**config.mk**
```make
export PLATFORM = sky130hd
export DESIGN_NAME = fsp_device_flat
export DESIGN_NICKNAME = d
export VERILOG_FILES = /design/src/design/fsp_pkg.sv /design/src/design/fsp_link_if.sv /design/src/design/fsp_device.sv /design/src/flat_wrapper.sv
export VERILOG_INCLUDE_DIRS = /design/src /design/src/design
export SDC_FILE = /design/constraint.sdc
export NUM_CORES = 1
export LEC_CHECK = 0
export ABC_AREA = 0
export BUFFER_PORTS_ARGS = -buffer_cell sky130_fd_sc_hd__buf_2
export CAP_MARGIN = 15
export CORE_ASPECT_RATIO = 0.9
export CORE_MARGIN = 2
export CORE_UTILIZATION = 60
export DETAILED_ROUTE_END_ITERATION = 12
export PLACE_DENSITY = 0.78
export SLEW_MARGIN = 20
export SYNTH_ARGS = -nofsm -noshare
export SYNTH_HDL_FRONTEND = slang
export SYNTH_SLANG_ARGS = --single-unit
export TNS_END_PERCENT = 50
```
**constraint.sdc**
```tcl
create_clock -name CLOCK -period 5.6 [get_ports CLOCK]
set_input_delay 0.56 -clock CLOCK [delete_from_list [all_inputs] [get_ports CLOCK]]
set_output_delay 0.56 -clock CLOCK [all_outputs]
set_load 0.01 [all_outputs]
```
**src/design/fsp_params.svh**
```systemverilog
// constants for the sector protection and learning pattern link
`ifndef FSP_PARAMS_SVH
`define FSP_PARAMS_SVH

// ==========================================
// link opcodes
`define FSP_OP_WRITE_ENABLE_CMD         8'h06
`define FSP_OP_WRDI         8'h04
`define FSP_OP_RDSR         8'h05
`define FSP_OP_WRSR         8'h01
`define FSP_OP_PROG         8'h02
`define FSP_OP_ERASE        8'h20
`define FSP_OP_TRAIN_READ   8'h0d
`define FSP_OP_RD_PERS      8'hfc
`define FSP_OP_RD_PERS_W    8'he2
`define FSP_OP_PG_PERS      8'hfd
`define FSP_OP_PG_PERS_W    8'he3
`define FSP_OP_ER_PERS      8'he4
`define FSP_OP_RD_DYN       8'hfa
`define FSP_OP_RD_DYN_W     8'he0
`define FSP_OP_WR_DYN       8'hfb
`define FSP_OP_WR_DYN_W     8'he1
`define FSP_OP_RD_PAT       8'h41
`define FSP_OP_PG_STORED    8'h43
`define FSP_OP_WR_ACTIVE    8'h4a

// ==========================================
// protection byte values and resets
`define FSP_PROTECTED       8'h00
`define FSP_UNPROTECTED     8'hff
`define FSP_PATTERN_FACTORY 8'h00
`define FSP_ERASED_DATA     8'hff

// ==========================================
// status register fields
`define FSP_ST_WEL          1
`define FSP_ST_BP_LSB       2
`define FSP_ST_QE           6
`define FSP_ST_STATUS_WRITE_LOCK         7

// ==========================================
// sector map
`define FSP_SECTORS         5'h10
`define FSP_SEC_LSB         16

// ==========================================
// host registers
`define FSP_REG_CMD         8'h00
`define FSP_REG_ADDR        8'h04
`define FSP_REG_DATA        8'h08
`define FSP_REG_STATUS      8'h0c
`define FSP_REG_CONFIG      8'h10
`define FSP_CMD_ADDR        8
`define FSP_CMD_WIDE        9
`define FSP_CMD_DUMMY       10
`define FSP_CMD_WR          11
`define FSP_CMD_RD          12
`define FSP_RESP_OKAY       2'h0
`define FSP_RESP_SLVERR     2'h2

// ==========================================
// link timing
`define FSP_CLK_PERIOD_NS   10
`define FSP_LINK_HALF_NS    80
`define FSP_HALF_CYC        ((`FSP_LINK_HALF_NS + `FSP_CLK_PERIOD_NS - 1) / `FSP_CLK_PERIOD_NS)

`endif

```
**src/design/fsp_pkg.sv**
```systemverilog
// types shared by both ends of the protection link
package fsp_pkg;
    typedef enum logic [1:0] {PH_OP, PH_ADDR, PH_DUMMY, PH_DATA} fsp_phase_e;
    typedef enum logic [2:0] {HS_IDLE, HS_LOW, HS_HIGH, HS_TAIL, HS_GAP} fsp_hstate_e;
endpackage

```
**src/design/fsp_link_if.sv**
```systemverilog
// serial link between the protection controller and the device
`timescale 1ns/1ps
interface fsp_link_if;
    logic sclk;
    logic cs_n;
    logic mosi;
    logic wp_n;
    logic miso;
    logic miso_oe;

    modport dev (input sclk, input cs_n, input mosi, input wp_n, output miso, output miso_oe);
    modport host (output sclk, output cs_n, output mosi, output wp_n, input miso);
endinterface

```
**src/design/fsp_device.sv**
```systemverilog
// device end: protection and learning pattern
// Notes on behaviour
// RQ1: persistent byte reads 00 protected, FF free
// RQ2: dynamic byte resets FF; 00 protects, FF frees
// RQ3: persistent read FC/E2, program FD/E3, erase E4
// RQ4: dynamic read FA/E0, write FB/E1
// RQ5: pattern read 41, program 43, write 4A
// RQ6: stored and active patterns, factory 00
// RQ7: programming stored pattern also loads active
// RQ8: active writable anytime, reloaded at reset
// RQ9: pattern driven in training read dummy cycles
// RQ10: driven pattern comes from active register
// RQ11: write-protect pin guards BP, lock, QE
// RQ12: status locked only when lock=1, pin low
// RQ13: modifying commands need write enable latch; active pattern write (4A) is accepted without it
// RQ14: block protection active when any BP set
// RQ15: sector protected by block OR sector scheme
// RQ16: host should use only one scheme
// RQ17: persistent or dynamic bit 0 blocks writes
// RQ18: persistent bits frozen while lock bit 0
// RQ19: program one persistent bit, erase all
// RQ20: wide opcodes take four address bytes
//
// Register access over AXI4-Lite and the register offsets were chosen for this implementation.
`timescale 1ns/1ps
`include "fsp_params.svh"
module fsp_device import fsp_pkg::*; (
    // clock and reset
    input  wire logic       CLOCK,
    input  wire logic       RESETN,
    // serial link
    fsp_link_if.dev         link,
    // protection configuration
    input  wire logic       PROTECT_LOCK,
    input  wire logic       ADDR_WIDE,
    // state and events
    output logic [7:0]      STATUS_REG,
    output logic [7:0]      ACTIVE_PATTERN,
    output logic            OP_GRANT,
    output logic            OP_DENY,
    output logic [3:0]      OP_SECTOR
);

    // ==========================================
    // helpers
    function automatic logic has_addr(input logic [7:0] op);
        return op inside {`FSP_OP_PROG, `FSP_OP_ERASE, `FSP_OP_TRAIN_READ, `FSP_OP_RD_PERS,
                          `FSP_OP_RD_PERS_W, `FSP_OP_PG_PERS, `FSP_OP_PG_PERS_W, `FSP_OP_RD_DYN,
                          `FSP_OP_RD_DYN_W, `FSP_OP_WR_DYN, `FSP_OP_WR_DYN_W}; // RQ3 RQ4
    endfunction

    function automatic logic is_wide(input logic [7:0] op);
        return op inside {`FSP_OP_RD_PERS_W, `FSP_OP_PG_PERS_W, `FSP_OP_RD_DYN_W, `FSP_OP_WR_DYN_W};
    endfunction

    function automatic logic [3:0] sector_of(input logic [31:0] a);
        return a[`FSP_SEC_LSB +: 4];
    endfunction

    // top-down block range
    function automatic logic bp_covers(input logic [3:0] bp, input logic [3:0] s);
        logic [4:0] span;
        span = (bp > 4'h5) ? `FSP_SECTORS : 5'(5'h01 << (bp - 4'h1));
        return (bp != 4'h0) && ({1'b0, s} >= (`FSP_SECTORS - span)); // RQ14
    endfunction

    // ==========================================
    // pin synchronisers
    logic sclk_m, sclk_s, sclk_d;
    logic cs_m, cs_s, cs_d;
    logic mosi_m, mosi_s;
    logic wp_m, wp_s;

    always_ff @(posedge CLOCK or negedge RESETN) begin
        if (!RESETN) begin
            {sclk_m, sclk_s, sclk_d} <= 3'h0;
            {cs_m, cs_s, cs_d} <= 3'h7;
            {mosi_m, mosi_s} <= 2'h0;
            {wp_m, wp_s} <= 2'h3;
        end else begin
            {sclk_m, sclk_s, sclk_d} <= {link.sclk, sclk_m, sclk_s};
            {cs_m, cs_s, cs_d} <= {link.cs_n, cs_m, cs_s};
            {mosi_m, mosi_s} <= {link.mosi, mosi_m};
            {wp_m, wp_s} <= {link.wp_n, wp_m};
        end
    end

    // ==========================================
    // state
    fsp_phase_e  phase;
    logic [6:0]  rx_sh;
    logic [2:0]  bit_cnt;
    logic [1:0]  abytes;
    logic [7:0]  opcode;
    logic [31:0] addr;
    logic [7:0]  din;
    logic        din_ok;
    logic [7:0]  tx_sh;
    logic        miso;
    logic        miso_oe;
    logic        write_enable_latch;
    logic [3:0]  bp;
    logic        qe;
    logic        status_write_lock;
    logic [15:0] pers;
    logic [15:0] dyn;
    logic [7:0]  stored;
    logic [7:0]  active;
    logic        reload;

    // ==========================================
    // receive decode
    wire         sclk_rise = sclk_s & ~sclk_d & ~cs_s;
    wire         sclk_fall = ~sclk_s & sclk_d & ~cs_s;
    wire         cs_start  = ~cs_s & cs_d;
    wire         cs_end    = cs_s & ~cs_d;
    wire [7:0]   rx_full   = {rx_sh, mosi_s};
    wire         byte_done = sclk_rise & (bit_cnt == 3'h7);
    wire [1:0]   last_ab   = (is_wide(opcode) | ADDR_WIDE) ? 2'h3 : 2'h2; // RQ20
    wire         addr_last = (phase == PH_ADDR) & (abytes == last_ab);
    wire [31:0]  next_addr = (phase == PH_ADDR) ? {addr[23:0], rx_full} : addr;
    wire [7:0]   next_op   = (phase == PH_OP) ? rx_full : opcode;

    fsp_phase_e next_phase;
    always_comb begin
        next_phase = phase;
        unique case (phase)
            PH_OP:    next_phase = has_addr(rx_full) ? PH_ADDR : PH_DATA;
            PH_ADDR:  next_phase = addr_last ? ((opcode == `FSP_OP_TRAIN_READ) ? PH_DUMMY : PH_DATA) : PH_ADDR;
            PH_DUMMY: next_phase = PH_DATA;
            PH_DATA:  next_phase = PH_DATA;
        endcase
    end

    // ==========================================
    // answer byte
    wire [3:0]   rsec      = sector_of(next_addr);
    wire [7:0]   status    = {status_write_lock, qe, bp, write_enable_latch, 1'b0};
    logic [7:0]  resp;
    always_comb begin
        unique case (next_op)
            `FSP_OP_RDSR:                          resp = status;
            `FSP_OP_RD_PERS, `FSP_OP_RD_PERS_W:    resp = pers[rsec] ? `FSP_UNPROTECTED : `FSP_PROTECTED; // RQ1
            `FSP_OP_RD_DYN, `FSP_OP_RD_DYN_W:      resp = dyn[rsec] ? `FSP_UNPROTECTED : `FSP_PROTECTED;  // RQ2
            `FSP_OP_RD_PAT:                        resp = active; // RQ5
            `FSP_OP_TRAIN_READ:                    resp = `FSP_ERASED_DATA;
            default:                               resp = 8'h00;
        endcase
    end
    wire [7:0]   tx_next   = (next_phase == PH_DUMMY) ? active :           // RQ9 RQ10
                             (next_phase == PH_DATA && phase != PH_OP) ? resp :
                             (next_phase == PH_DATA && !has_addr(rx_full)) ? resp : 8'h00;

    // ==========================================
    // frame shifting
    always_ff @(posedge CLOCK or negedge RESETN) begin
        if (!RESETN) begin
            phase   <= PH_OP;
            rx_sh   <= 7'h00;
            bit_cnt <= 3'h0;
            abytes  <= 2'h0;
            opcode  <= 8'h00;
            addr    <= 32'h0;
            din     <= 8'h00;
            din_ok  <= 1'b0;
            tx_sh   <= 8'h00;
        end else if (cs_start) begin
            phase   <= PH_OP;
            bit_cnt <= 3'h0;
            abytes  <= 2'h0;
            din_ok  <= 1'b0;
            tx_sh   <= 8'h00;
        end else if (sclk_rise) begin
            rx_sh   <= rx_full[6:0];
            bit_cnt <= bit_cnt + 3'h1;
            tx_sh   <= byte_done ? tx_next : {tx_sh[6:0], 1'b0};
            if (byte_done) begin
                phase  <= next_phase;
                opcode <= next_op;
                addr   <= next_addr;
                abytes <= (phase == PH_ADDR) ? abytes + 2'h1 : abytes;
                if (phase == PH_DATA && !din_ok) begin
                    din    <= rx_full;
                    din_ok <= 1'b1;
                end
            end
        end
    end

    always_ff @(posedge CLOCK or negedge RESETN) begin
        if (!RESETN) begin
            miso    <= 1'b0;
            miso_oe <= 1'b0;
        end else begin
            miso_oe <= ~cs_s;
            if (sclk_fall) begin
                miso <= tx_sh[7];
            end
        end
    end

    assign link.miso    = miso;
    assign link.miso_oe = miso_oe;

    // ==========================================
    // execution at deselect
    wire         whole     = cs_end & (bit_cnt == 3'h0) & (phase == PH_DATA);
    wire [3:0]   esec      = sector_of(addr);
    wire         sr_locked = status_write_lock & ~wp_s;                                  // RQ11 RQ12
    wire         do_wrsr   = whole & din_ok & write_enable_latch & (opcode == `FSP_OP_WRSR); // RQ13
    wire         pers_ok   = whole & write_enable_latch & PROTECT_LOCK;                    // RQ18
    wire         do_pgpers = pers_ok & (opcode inside {`FSP_OP_PG_PERS, `FSP_OP_PG_PERS_W});
    wire         do_erpers = pers_ok & (opcode == `FSP_OP_ER_PERS);
    wire         do_wrdyn  = whole & din_ok & write_enable_latch & (opcode inside {`FSP_OP_WR_DYN, `FSP_OP_WR_DYN_W});
    wire         do_stored = whole & din_ok & write_enable_latch & (opcode == `FSP_OP_PG_STORED);
    wire         do_active = whole & din_ok & (opcode == `FSP_OP_WR_ACTIVE);
    wire         do_array  = whole & write_enable_latch & (opcode inside {`FSP_OP_PROG, `FSP_OP_ERASE});
    wire         sec_prot  = ~pers[esec] | ~dyn[esec] | bp_covers(bp, esec); // RQ15 RQ17
    wire         clr_wel   = whole & (opcode inside {`FSP_OP_WRDI, `FSP_OP_WRSR, `FSP_OP_PROG, `FSP_OP_ERASE,
                             `FSP_OP_PG_PERS, `FSP_OP_PG_PERS_W, `FSP_OP_ER_PERS, `FSP_OP_WR_DYN,
                             `FSP_OP_WR_DYN_W, `FSP_OP_PG_STORED});

    always_ff @(posedge CLOCK or negedge RESETN) begin
        if (!RESETN) begin
            write_enable_latch  <= 1'b0;
            bp   <= 4'h0;
            qe   <= 1'b0;
            status_write_lock <= 1'b0;
        end else begin
            if (whole && opcode == `FSP_OP_WRITE_ENABLE_CMD) begin
                write_enable_latch <= 1'b1;
            end else if (clr_wel) begin
                write_enable_latch <= 1'b0; // RQ13
            end
            if (do_wrsr && !sr_locked) begin
                bp   <= din[`FSP_ST_BP_LSB +: 4]; // RQ12
                qe   <= din[`FSP_ST_QE];
                status_write_lock <= din[`FSP_ST_STATUS_WRITE_LOCK];
            end
        end
    end

    always_ff @(posedge CLOCK or negedge RESETN) begin
        if (!RESETN) begin
            pers <= '1;
            dyn  <= '1; // RQ2
        end else begin
            if (do_erpers) begin
                pers <= '1; // RQ19
            end else if (do_pgpers) begin
                pers[esec] <= 1'b0; // RQ1 RQ19
            end
            if (do_wrdyn && din == `FSP_PROTECTED) begin
                dyn[esec] <= 1'b0; // RQ2
            end else if (do_wrdyn && din == `FSP_UNPROTECTED) begin
                dyn[esec] <= 1'b1;
            end
        end
    end

    // active reloads from stored after reset
    always_ff @(posedge CLOCK or negedge RESETN) begin
        if (!RESETN) begin
            stored <= `FSP_PATTERN_FACTORY; // RQ6
            active <= `FSP_PATTERN_FACTORY;
            reload <= 1'b1;
        end else begin
            reload <= 1'b0;
            if (reload) begin
                active <= stored; // RQ8
            end else if (do_stored) begin
                stored <= din;
                active <= din; // RQ7
            end else if (do_active) begin
                active <= din; // RQ8
            end
        end
    end

    // ==========================================
    // outputs
    always_ff @(posedge CLOCK or negedge RESETN) begin
        if (!RESETN) begin
            STATUS_REG     <= 8'h00;
            ACTIVE_PATTERN <= `FSP_PATTERN_FACTORY;
            OP_GRANT       <= 1'b0;
            OP_DENY        <= 1'b0;
            OP_SECTOR      <= 4'h0;
        end else begin
            STATUS_REG     <= status;
            ACTIVE_PATTERN <= active;
            OP_GRANT       <= do_array & ~sec_prot;
            OP_DENY        <= do_array & sec_prot; // RQ17
            if (do_array) begin
                OP_SECTOR <= esec;
            end
        end
    end

endmodule

```
**src/flat_wrapper.sv**
```systemverilog
// flat-port wrapper written by rule: the top's interface ports become plain ports
module fsp_device_flat import fsp_pkg::*;
  (CLOCK, RESETN, PROTECT_LOCK, ADDR_WIDE, STATUS_REG, ACTIVE_PATTERN, OP_GRANT, OP_DENY, OP_SECTOR, link_sclk, link_cs_n, link_mosi, link_wp_n, link_miso, link_miso_oe);
  fsp_link_if link_i ();
  input  wire logic CLOCK;
  input  wire logic RESETN;
  input  wire logic PROTECT_LOCK;
  input  wire logic ADDR_WIDE;
  output logic [7:0] STATUS_REG;
  output logic [7:0] ACTIVE_PATTERN;
  output logic OP_GRANT;
  output logic OP_DENY;
  output logic [3:0] OP_SECTOR;
  input wire logic [$bits(link_i.sclk)-1:0] link_sclk;
  input wire logic [$bits(link_i.cs_n)-1:0] link_cs_n;
  input wire logic [$bits(link_i.mosi)-1:0] link_mosi;
  input wire logic [$bits(link_i.wp_n)-1:0] link_wp_n;
  output wire logic [$bits(link_i.miso)-1:0] link_miso;
  output wire logic [$bits(link_i.miso_oe)-1:0] link_miso_oe;
  assign link_i.sclk = link_sclk;
  assign link_i.cs_n = link_cs_n;
  assign link_i.mosi = link_mosi;
  assign link_i.wp_n = link_wp_n;
  assign link_miso = link_i.miso;
  assign link_miso_oe = link_i.miso_oe;
  fsp_device u_core (.CLOCK(CLOCK), .RESETN(RESETN), .link(link_i), .PROTECT_LOCK(PROTECT_LOCK), .ADDR_WIDE(ADDR_WIDE), .STATUS_REG(STATUS_REG), .ACTIVE_PATTERN(ACTIVE_PATTERN), .OP_GRANT(OP_GRANT), .OP_DENY(OP_DENY), .OP_SECTOR(OP_SECTOR));
endmodule
```
# Word level (Yosys, flattened, before mapping)
# Cells that the tools add are included.
# word_totals
register_bits	148
out_inout_bits	24
wordCells	220
# classes
addsub	4
magnitude_cmp	5
eq_ne	41
shift	1
mux	49
n_bitwise	42
n_reduce_logical	42
# op_table
op	n
== test 8 bit (second input constant)	20
two-way mux 8 bit	12
two-way mux 16 bit	4
one-hot mux 8 bit (5 select lines)	1
AND 16 bit	2
AND 1 bit	25
== test 8 x 3 -> 1 bit (second input constant)	3
== test 8 x 4 -> 1 bit (second input constant)	3
== test 8 x 7 -> 1 bit (second input constant)	3
nonzero test 2 bit	11
two-way mux 20 bit	1
two-way mux 2 bit	9
binary-select mux 1 bit (select 4 bit)	4
== test 8 x 2 -> 1 bit (second input constant)	2
== test 8 x 6 -> 1 bit (second input constant)	2
NOT 16 bit	1
bitwise OR 16 bit	1
two-way mux 1 bit	13
nonzero test 11 bit	1
less-than comparator 4 x 5 -> 1 bit (second input constant)	2
NOT 1 bit	10
nonzero test 10 bit	1
logical AND 1 bit	9
AND reduction 3 bit	3
27 further kinds	41

# Longest topological paths before layout
# Gate-level depths: netlist of run 1.
# logic_depth
ltp_word	16
depth_mapped	10
mapped_depth_nobuf	10

# Worst setup path after synthesis of run 1
# No wires, ideal clock.
# synth_timing
kind	register to register
from	register u_core.phase[1]
to	register u_core.tx_sh[6]
setup_time_ps	128
t_arrival_ps	2225
required_time_ps	5472
setup_slack_ps	3247
path_stages_with_launch	9
path_buffers	1
synth_period_minus_slack_ps	2353
cell_sequence	dfrtp_1 nand2b_1 buf_2 a21boi_1 mux4_2 o211ai_1 o31ai_4 o211ai_2 nand3_1
# synth_between
elab_chain_len	12
word_cells_on_any_way	37
# synth_rtl
item	line_no	source
start, declared	fsp_device.sv:90	fsp_phase_e phase;
start signal, assigned	fsp_device.sv:178	phase <= next_phase;
== test 2 x 1 -> 1 bit	fsp_device.sv:120, fsp_device.sv:121, fsp_device.sv:127	
two-way mux 20 bit or AND 1 bit (tied branches)	fsp_device.sv:121, fsp_device.sv:120	
binary-select mux 1 bit (select 4 bit) (tied with other cells)	fsp_device.sv:144	`FSP_OP_RD_DYN, `FSP_OP_RD_DYN_W: resp = dyn[rsec] ? `FSP_UNPROTECTED : `FSP_PROTECTED;
two-way mux 1 bit (not written as such) (tied with other cells)	fsp_device.sv:144	
two-way mux 8 bit (no line) or == test 2 bit (tied branches)	n/a	
one-hot mux 8 bit (5 select lines) or logical AND 1 bit (tied branches)	fsp_device.sv:141, fsp_device.sv:152	
two-way mux 8 bit	fsp_device.sv:152	(next_phase == PH_DATA && !has_addr(rx_full)) ? resp : 8'h00;
two-way mux 8 bit	fsp_device.sv:151	(next_phase == PH_DATA && phase != PH_OP) ? resp :
two-way mux 8 bit *	fsp_device.sv:150	wire [7:0] tx_next = (next_phase == PH_DUMMY) ? active :
two-way mux 8 bit *	fsp_device.sv:176	tx_sh <= byte_done ? tx_next : {tx_sh[6:0], 1'b0};
two-way mux 8 bit *	fsp_device.sv:173	end else if (sclk_rise) begin
two-way mux 8 bit *	fsp_device.sv:167	end else if (cs_start) begin
end signal, assigned	fsp_device.sv:176	
end, declared	fsp_device.sv:98	logic [7:0] tx_sh;
# Mark *: on every way between the ends. The rest lies on a longest branch, timed or not. The select of a mux whose other input is x is not followed.
# A chain may end at the register's enable or synchronous reset.

# Final worst setup path of run 1
# layout_timing
from	register u_core.phase[0]
to	register u_core.tx_sh[3]
# Same word-level chain as after synthesis.

==> results of run 1 <==
layer usage:
metal  vias up  GRT usage [%]
met1      2925          43.23
met2       312          45.58
met4         0          8.306
met5         -              0
li1       2691              -
met3        32          9.623
Yosys cell counts (all sizes together), types with 3 or more instances:
master,count,area share [%]
nor2b,11,0.94
a2bb2oi,8,0.96
o31ai,12,1.4
clkbuf,33,1.7
nand3b,3,0.31
a21boi,3,0.31
or3,3,0.26
nor3,19,1.4
or4b,3,0.41
o22ai,9,0.77
mux2,49,7.6
a211oi,9,0.93
nand4,8,0.69
buf,8,0.57
o211ai,19,2.0
nor2,42,2.2
o21ai,48,3.3
nand2,83,4.3
xnor2,6,0.72
nor4,11,1.4
mux2i,12,1.6
a32oi,5,0.60
dfrtp,102,35
a21oi,42,2.9
o41ai,6,0.98
a21o,5,0.51
and3,4,0.34
dfstp,38,14
nand2b,12,1.0
mux4,3,0.93
ha,8,1.4
inv,16,0.82
and4b,5,0.69
a31oi,12,1.0
and2,8,0.69
o21a,3,0.31
nand3,22,1.5
nor3b,3,0.31
worst max-delay path: stages, from the launching register on:
cell      delay [ns]
dfrtp_1         0.56
nor2b_1         0.83
mux2_2          0.36
a211oi_1        0.06
or3_1           0.36
o41ai_4         0.61
o211ai_1        0.14
nand2_1         0.10
power breakdown:
part | internal [mW] | leakage [nW] | switching, mW
logic | 0.0597 | 1.48 | 0.106
registers | 1.04 | 1.79 | 0.0418
clock network | 0.673 | 0.286 | 0.448
total | 1.77 | 3.56 | 0.596
worst min-delay path by stage:
stage / from / to / slack, ns / cells after the start
after floorplan: RESETN / u_core.ACTIVE_PATTERN[0] / 0.26 / 0
after global placement: u_core.mosi_m / u_core.mosi_s / 0.33 / 0
after detailed placement: u_core.mosi_m / u_core.mosi_s / 0.34 / 0
after CTS: RESETN / u_core.OP_GRANT / 0.16 / 1
after global routing: RESETN / u_core.OP_GRANT / 0.19 / 1
final: RESETN / u_core.OP_DENY / 0.14 / 1
cells by family after synthesis:
kind of cell               Yosys count
other                                1
DFF                                140
adders and majority gates            9
xor gates and xnor gates             6
buffers and inverters               57
muxes                               64
AOI/OAI and AO/OA                  196
and+or+nand+nor                    249
cell type report:
cell class / instances / area [um2] / area share [%]
repair buffers: 34 / 186.4 / 2.297
flip-flops and latches: 140 / 3551 / 43.75
inverters: 16 / 60.06 / 0.7399
multi-input cells: 526 / 3533 / 43.53
clock inverters: 12 / 138.9 / 1.711
well taps: 160 / 200.2 / 2.466
clock buffers: 20 / 446.7 / 5.503
per-stage QoR:
| step | total power [mW] | instances | cell area (um2) | hold slack (ns) | setup WS, ns |
|---|---|---|---|---|---|
| after floorplan | 1.186 | 723 | 7301 | 0.2644 | 3.247 |
| after global placement | 1.253 | 876 | 7531 | 0.3320 | 2.628 |
| after detailed placement | 1.258 | 876 | 7531 | 0.3386 | 2.597 |
| after CTS | 2.378 | 908 | 8117 | 0.1568 | 2.560 |
| after global routing | 2.443 | 908 | 8117 | 0.1921 | 2.387 |
| final | 2.367 | 908 | 8117 | 0.1351 | 2.523 |
==> impl_metrics.tcl, run 1 <==
set metrics [dict create \
    status "finished, final reports clean" \
    min_period_over_period_pct 54.95 \
    grt_pass1_vias 5614 \
    hpwlAfterDp_um 13030 \
    yosys_warnings 0 \
    start_kind "flip-flop" \
    ctsResizeCount 0 \
    io_pins 32 \
    die_area_mm2 0.01306 \
    synthToLayoutAreaGrowth_pct 11.23 \
    max_freq_mhz 324.9 \
    drc 0 \
    yosysUniqueCellTypes 73 \
    fin_util_pct 67.74 \
    cts_max_path_buffers 2 \
    nets 751 \
    setup_violations 0 \
    dr_total_vias 5960 \
    synth.area.mux_share_pct 10.13 \
    final_hold_viol_count 0 \
    synth_edf_count 0 \
    yosys.area_share.simple_pct 18.00 \
    dr.pass1.iters 6 \
    cp_max_fo 16 \
    post_cts_buffers 0 \
    min_path_type "in -> async" \
    crit_path_end "u_core.tx_sh[3]" \
    synth-seq-area-share_pct 48.66 \
    maxCapViolCount 0 \
    fillCellCount 947 \
    cts_tree "yes" \
    timing.setup.tns_ns 0 \
    clk_pin_slew_worst_paths_ns 0.06 \
    startpoint "u_core.phase[0]" \
    timing.rr.end "u_core.tx_sh[3]" \
    fin_skew_ns 0.01144 \
    std_cell_rows 38 \
    synth_ff_type "dfrtp_1" \
    synthAdderAreaFrac_pct 1.509 \
    r2r_slack_ns 2.52 \
    final_max_slew_viol_count 0 \
    insertedDiodeCount 0 \
    synthCells 722 \
    syn_area_per_cell_um2 10.11 \
    worst-setup-path-type "reg -> reg" \
    m1WireLength_um 8441 \
    die_y_um 108.6 \
    cp_data_arrival_time_ns 3.44 \
    grt_setup_unrepaired "false" \
    synth-xor-area-share_pct 0.7202 \
    cts_hold_buf 0 \
    drt_iter0_drc 479 \
    synthesis.area_mm2 0.007297 \
    crit_required_ns 5.96 \
    buffer_ports.inserted 30 \
    tightest_slew_ns 1.076 \
    endpoint_kind "flip-flop" \
    min_period_ns 3.077 \
    p_leak_nw 3.559 \
    final_common_cell "dfrtp_1" \
    synth_top_family_by_area "simple AND/OR/NAND/NOR gates" \
    drive_gt1_share_pct 22.86 \
    clk_latency_ns 0.42 \
    maxUsedRoutingLayer "met4" \
    async_reset_ff_share_pct 100.0 \
    grt_usage_pct 30.46 \
    synth-seq-cells 140 \
    wl_met3_um 1694 \
    post_drt_wl_per_cell_um 21.06 \
    ir_drop_uv 278.9 \
    wl_um 19130 \
    cts-root-buf "clkbuf_16" \
    cts.sinks 140 \
    ant_nets 0 \
    synth_compound_area_share_pct 17.83 \
    cts_buffers 17 \
    antenna_found_initial 0 \
    htreeDepth 4 \
    grt_overflow 0 \
    gp_congestion 0.9835 \
    mostFrequentLayoutCells "102 x dfrtp_1, 83 x nand2_1, 48 x mux2_2, 44 x o21ai_0" \
    slew-limit-headroom_pct 27.72 \
    grt_pass1_wl_um 30630 \
    worstRegToRegCells 7 \
    viasPerCell 6.564 \
    start_util_pct 60.90 \
    r2r_start "u_core.phase[0]" \
    power_density_mw_per_mm2 291.6 \
    wl_met2_um 8721 \
    core_mm2 0.01198 \
    grt_max_degree 77 \
    die_w_um 120.2 \
]
No activity file was read; power rests on OpenSTA's default activity.
==> run 2, diff against run 1 <==
Settings changed: CORE_UTILIZATION 60 to 56, PLACE_DENSITY 0.78 to 0.76.
Clock period 5.6 ns to 2.8 ns, I/O delays scaled along.
==> impl_metrics.tcl, run 2 (same netlist as run 1, synthesis figures left out) <==
set metrics [dict create \
    clk_latency_ns 0.42 \
    die_w_um 124.3 \
    buffer_ports.inserted 30 \
    dr.pass1.iters 5 \
    dr_total_vias 6137 \
    endpoint_kind "flip-flop" \
    grt_overflow 0 \
    crit_chain "nand2b_1, a21boi_1, mux4_2, o211ai_1, o31ai_4, o211ai_2, nand3_1" \
    seqPwrFrac_pct 43.6 \
    start_kind "flip-flop" \
    hold_depth 0 \
    whs_endpoint "u_core.wp_s" \
    antenna_found_initial 0 \
    p_switching_mw 1.192 \
    cts_buffers 17 \
    fin_skew_ns 0.007149 \
    slowest_stage "mux4_2" \
    min_path_type "reg -> reg" \
    ir_drop_uv 675.8 \
    p_leak_nw 3.754 \
    die_area_mm2 0.01396 \
    final_hold_viol_count 0 \
    total_power_mw 4.898 \
    core_mm2 0.01269 \
    drive_gt1_share_pct 26.27 \
    cts_max_path_buffers 2 \
    slew-limit-headroom_pct 46.50 \
    synthToLayoutAreaGrowth_pct 16.10 \
    cp_data_arrival_time_ns 2.89 \
    swShare_pct 24.33 \
    cts_tree "yes" \
    ant_nets 0 \
    clockPowerShare_pct 48.7 \
    die_y_um 112.3 \
    intPower_mw 3.706 \
    maxCapViolCount 0 \
    start_util_pct 57.51 \
    tightest_slew_ns 0.7995 \
    timing.rr.end "u_core.tx_sh[0]" \
    power_density_mw_per_mm2 578.1 \
    timing.setup.tns_ns 0 \
    crit_required_ns 3.10 \
    io_pins 32 \
    whs_ns 0.3561 \
    insertedDiodeCount 0 \
    clk_pin_slew_worst_paths_ns 0.06 \
    fin_util_pct 66.78 \
    min_period_over_period_pct 92.60 \
    htreeDepth 4 \
    nets 791 \
    grt_pass1_vias 6001 \
    grt_setup_unrepaired "false" \
    std_cell_rows 39 \
    viasPerCell 6.446 \
    worstRegToRegCells 7 \
    worst-setup-path-type "reg -> reg" \
    status "finished, final reports clean" \
    post_drt_wl_per_cell_um 20.97 \
    wl_um 19960 \
    cts-root-buf "clkbuf_16" \
    grt_max_degree 77 \
    cp_max_fo 10 \
    final_common_cell "dfrtp_1" \
    r2r_start "u_core.phase[1]" \
    hpwlAfterDp_um 13960 \
    drt_iter0_drc 696 \
    r2r_slack_ns 0.21 \
    grt_usage_pct 29.73 \
    cpPeakStageDelay_ns 0.56 \
    gp_congestion 0.9667 \
    cts.sinks 140 \
    mostFrequentLayoutCells "102 x dfrtp_1, 83 x nand2_1, 48 x mux2_2, 44 x o21ai_0" \
    min_period_ns 2.593 \
    max_freq_mhz 385.7 \
    setup_violations 0 \
    drc 0 \
    power_frac_comb_pct 7.6 \
    grt_pass1_wl_um 32660 \
    final_max_slew_viol_count 0 \
    min_from "u_core.wp_m" \
]
-- run 2: cell types whose count changed in the layout (fill, tap and decap cells not counted) --
cell | previous run | this run
clkbuf_1 | 2 | 1
bufinv_16 | 2 | 4
clkinv_2 | 2 | 3
clkbuf_8 | 1 | 0
clkinvlp_4 | 1 | 2
inv_6 | 4 | 2
buf_4 | 4 | 39
dlygate4sd3_1 | 0 | 5
-- run 2: power groups by stage --
| stage | sequential, mW | combinational, mW | clock [mW] |
|---|---|---|---|
| floorplan | 2.14 | 0.228 | 0 |
| finish | 2.14 | 0.373 | 2.39 |
| global placement | 2.17 | 0.348 | 0 |
| CTS | 2.14 | 0.364 | 2.41 |
| global route | 2.14 | 0.405 | 2.52 |
| detailed placement | 2.17 | 0.357 | 0 |
-- run 2: layout make-up --
cell class,instances,area [um2]
timing repair buffer,74,499.2
clock inverter,14,193.9
tap,164,205.2
inverter,16,60.06
multi-input combinational,526,3533
fill,964,4215
sequential,140,3551
clock buffer,18,429.2
-- run 2: repair_timing --
item / CTS / global route
hold endpoints to repair: 56 / 0
gates resized for setup: 0 / 1
setup endpoints to repair: 0 / 6
buffers inserted: 0 / 0
hold buffers: 5 / 0
-- run 2: worst max path at each step --
stage                    start               to  slack, ns  depth (start not counted)
6_report       u_core.phase[1]  u_core.tx_sh[0]       0.21                          7
5_1_grt        u_core.phase[1]  u_core.tx_sh[6]       0.04                          7
4_1_cts            u_core.cs_s     u_core.bp[2]       0.18                          5
3_5_place_dp       u_core.cs_s     u_core.bp[2]       0.19                          5
3_3_place_gp   u_core.phase[1]  u_core.tx_sh[6]       0.31                          7
2_1_floorplan  u_core.phase[1]  u_core.tx_sh[6]       0.45                          8
-- run 2: per-stage QoR --
step / std cells / instance area (um2) / worst slack [ns]
floorplan: 723 / 7301 / 0.4470
global placement: 915 / 7790 / 0.3060
detailed placement: 915 / 7790 / 0.1883
CTS: 952 / 8463 / 0.1815
global route: 952 / 8472 / 0.04288
finish: 952 / 8472 / 0.2073
-- run 2: critical path: cells and delay by family (launching register included) --
kind	cells	cell delay, ns
flops	1	0.46
mux	1	0.56
compound gates	4	1.06
simple gates	2	0.40
-- run 2: layer usage --
metal  GRT usage [%]  vias up  wire (um)
met3           9.485       40       1913
met2           44.81      330       9068
met5           1.730        -          0
met4           9.513        0        439
met1           41.20     2986       8538
li1                -     2781          -
==> run 3, diff against run 2 <==
Settings changed: CTS_BUF_LIST set to sky130_fd_sc_hd__clkbuf_16, SLEW_MARGIN 20 to 30.
==> impl_metrics.tcl, run 3 (same netlist as run 1, synthesis figures left out) <==
set metrics [dict create \
    mostFrequentLayoutCells "102 x dfrtp_1, 83 x nand2_1, 48 x mux2_2, 44 x o21ai_0" \
    min_period_ns 2.596 \
    start_kind "flip-flop" \
    power_density_mw_per_mm2 577.8 \
    total_power_mw 4.895 \
    drive_gt1_share_pct 26.27 \
    ir_drop_uv 675.6 \
    wl_um 19910 \
    gp_congestion 0.9667 \
    viasPerCell 6.455 \
    grt_pass1_vias 6001 \
    p_leak_nw 3.758 \
    std_cell_rows 39 \
    cts_buffers 17 \
    post_cts_buffers 0 \
    final_max_slew_viol_count 0 \
    min_path_type "reg -> reg" \
    slew-limit-headroom_pct 46.25 \
    hpwlAfterDp_um 13960 \
    post_drt_wl_per_cell_um 20.92 \
    nets 791 \
    grt_usage_pct 29.73 \
    cts-root-buf "clkbuf_16" \
    min_period_over_period_pct 92.70 \
    buffer_ports.inserted 30 \
    htreeDepth 4 \
    die_w_um 124.3 \
    status "finished, final reports clean" \
    ant_nets 0 \
    maxCapViolCount 0 \
    grt_setup_unrepaired "false" \
    synthToLayoutAreaGrowth_pct 16.10 \
    grt_max_degree 77 \
    timing.setup.tns_ns 0 \
    core_mm2 0.01269 \
    setup_violations 0 \
    clk_pin_slew_worst_paths_ns 0.06 \
    max_freq_mhz 385.3 \
    clk_latency_ns 0.42 \
    drt_iter0_drc 695 \
    fin_skew_ns 0.007465 \
    cp_max_fo 10 \
    final_common_cell "dfrtp_1" \
    grt_pass1_wl_um 32660 \
    fillCellCount 964 \
    worst-setup-path-type "reg -> reg" \
    drc 0 \
    start_util_pct 57.51 \
    endpoint_kind "flip-flop" \
    crit_required_ns 3.10 \
    insertedDiodeCount 0 \
    die_y_um 112.3 \
    die_area_mm2 0.01396 \
    cp_data_arrival_time_ns 2.89 \
    fin_util_pct 66.78 \
    cts_max_path_buffers 2 \
    tightest_slew_ns 0.8033 \
    cts.sinks 140 \
    antenna_found_initial 0 \
    dr.pass1.iters 5 \
    dr_total_vias 6145 \
    final_hold_viol_count 0 \
    io_pins 32 \
    cts_tree "yes" \
    grt_overflow 0 \
]
[run 3: cell count changes in the layout (fill, tap and decap cells not counted), sizes merged]
cell    change
clkbuf      -1
inv         +1
[run 3: final timing paths]
| check | end | slack (ns) | cells after the start | startpoint |
|---|---|---|---|---|
| setup reg to reg | u_core.tx_sh[0] | 0.20 | 7 | u_core.phase[1] |
| hold reg to reg | u_core.wp_s | 0.36 | 0 | u_core.wp_m |
| max in group asynchronous | u_core.reload | 1.47 | 3 | RESETN |
| setup / recovery | u_core.tx_sh[0] | 0.20 | 7 | u_core.phase[1] |
| hold / removal | u_core.wp_s | 0.36 | 0 | u_core.wp_m |
| min in group asynchronous | u_core.OP_DENY | 0.45 | 2 | RESETN |
[run 3: where the power goes]
group	switching (mW)	internal [mW]
combinational	0.239	0.135
sequential	0.0599	2.08
clock	0.894	1.49
[run 3: routing by layer]
metal	wire length [um]	part of all wire, %	up-vias	global-route usage, %
met5	0	0	-	1.730
met4	444	2.2	0	9.513
met3	1870	9.4	40	9.485
met2	9056	45	326	44.81
met1	8542	43	2998	41.20
li1	-	-	2781	-
[run 3: layout make-up]
cell class	count	area, um2	area share (%)
Clock buffer	17	425.4	5.021
Timing Repair Buffer	74	499.2	5.893
Tap cell	164	205.2	2.422
Sequential cell	140	3551	41.91
Inverter	16	60.06	0.7089
Multi-Input combinational cell	526	3533	41.71
Clock inverter	15	197.7	2.333
[run 3: through the flow]
stage / hold slack [ns] / area [um2] / worst slack [ns] / cells
after floorplan: -0.01559 / 7301 / 0.4470 / 723
after global placement: 0.3356 / 7790 / 0.3060 / 915
after detailed placement: 0.3503 / 7790 / 0.1883 / 915
after CTS: 0.3613 / 8463 / 0.1815 / 952
after global routing: 0.3661 / 8472 / 0.04288 / 952
final: 0.3559 / 8472 / 0.2045 / 952
[run 3: critical path, stage by stage, from the launching register on]
cell,delay (ns)
dfrtp_1,0.46
nand2b_1,0.30
a21boi_1,0.36
mux4_2,0.56
o211ai_1,0.30
o31ai_4,0.18
o211ai_2,0.22
nand3_1,0.10
[run 3: repair_timing]
action | CTS | global route
setup endpoints to repair | 0 | 6
gates resized for setup | 0 | 1
hold buffers | 5 | 0
endpoints found under the hold margin | 56 | 0
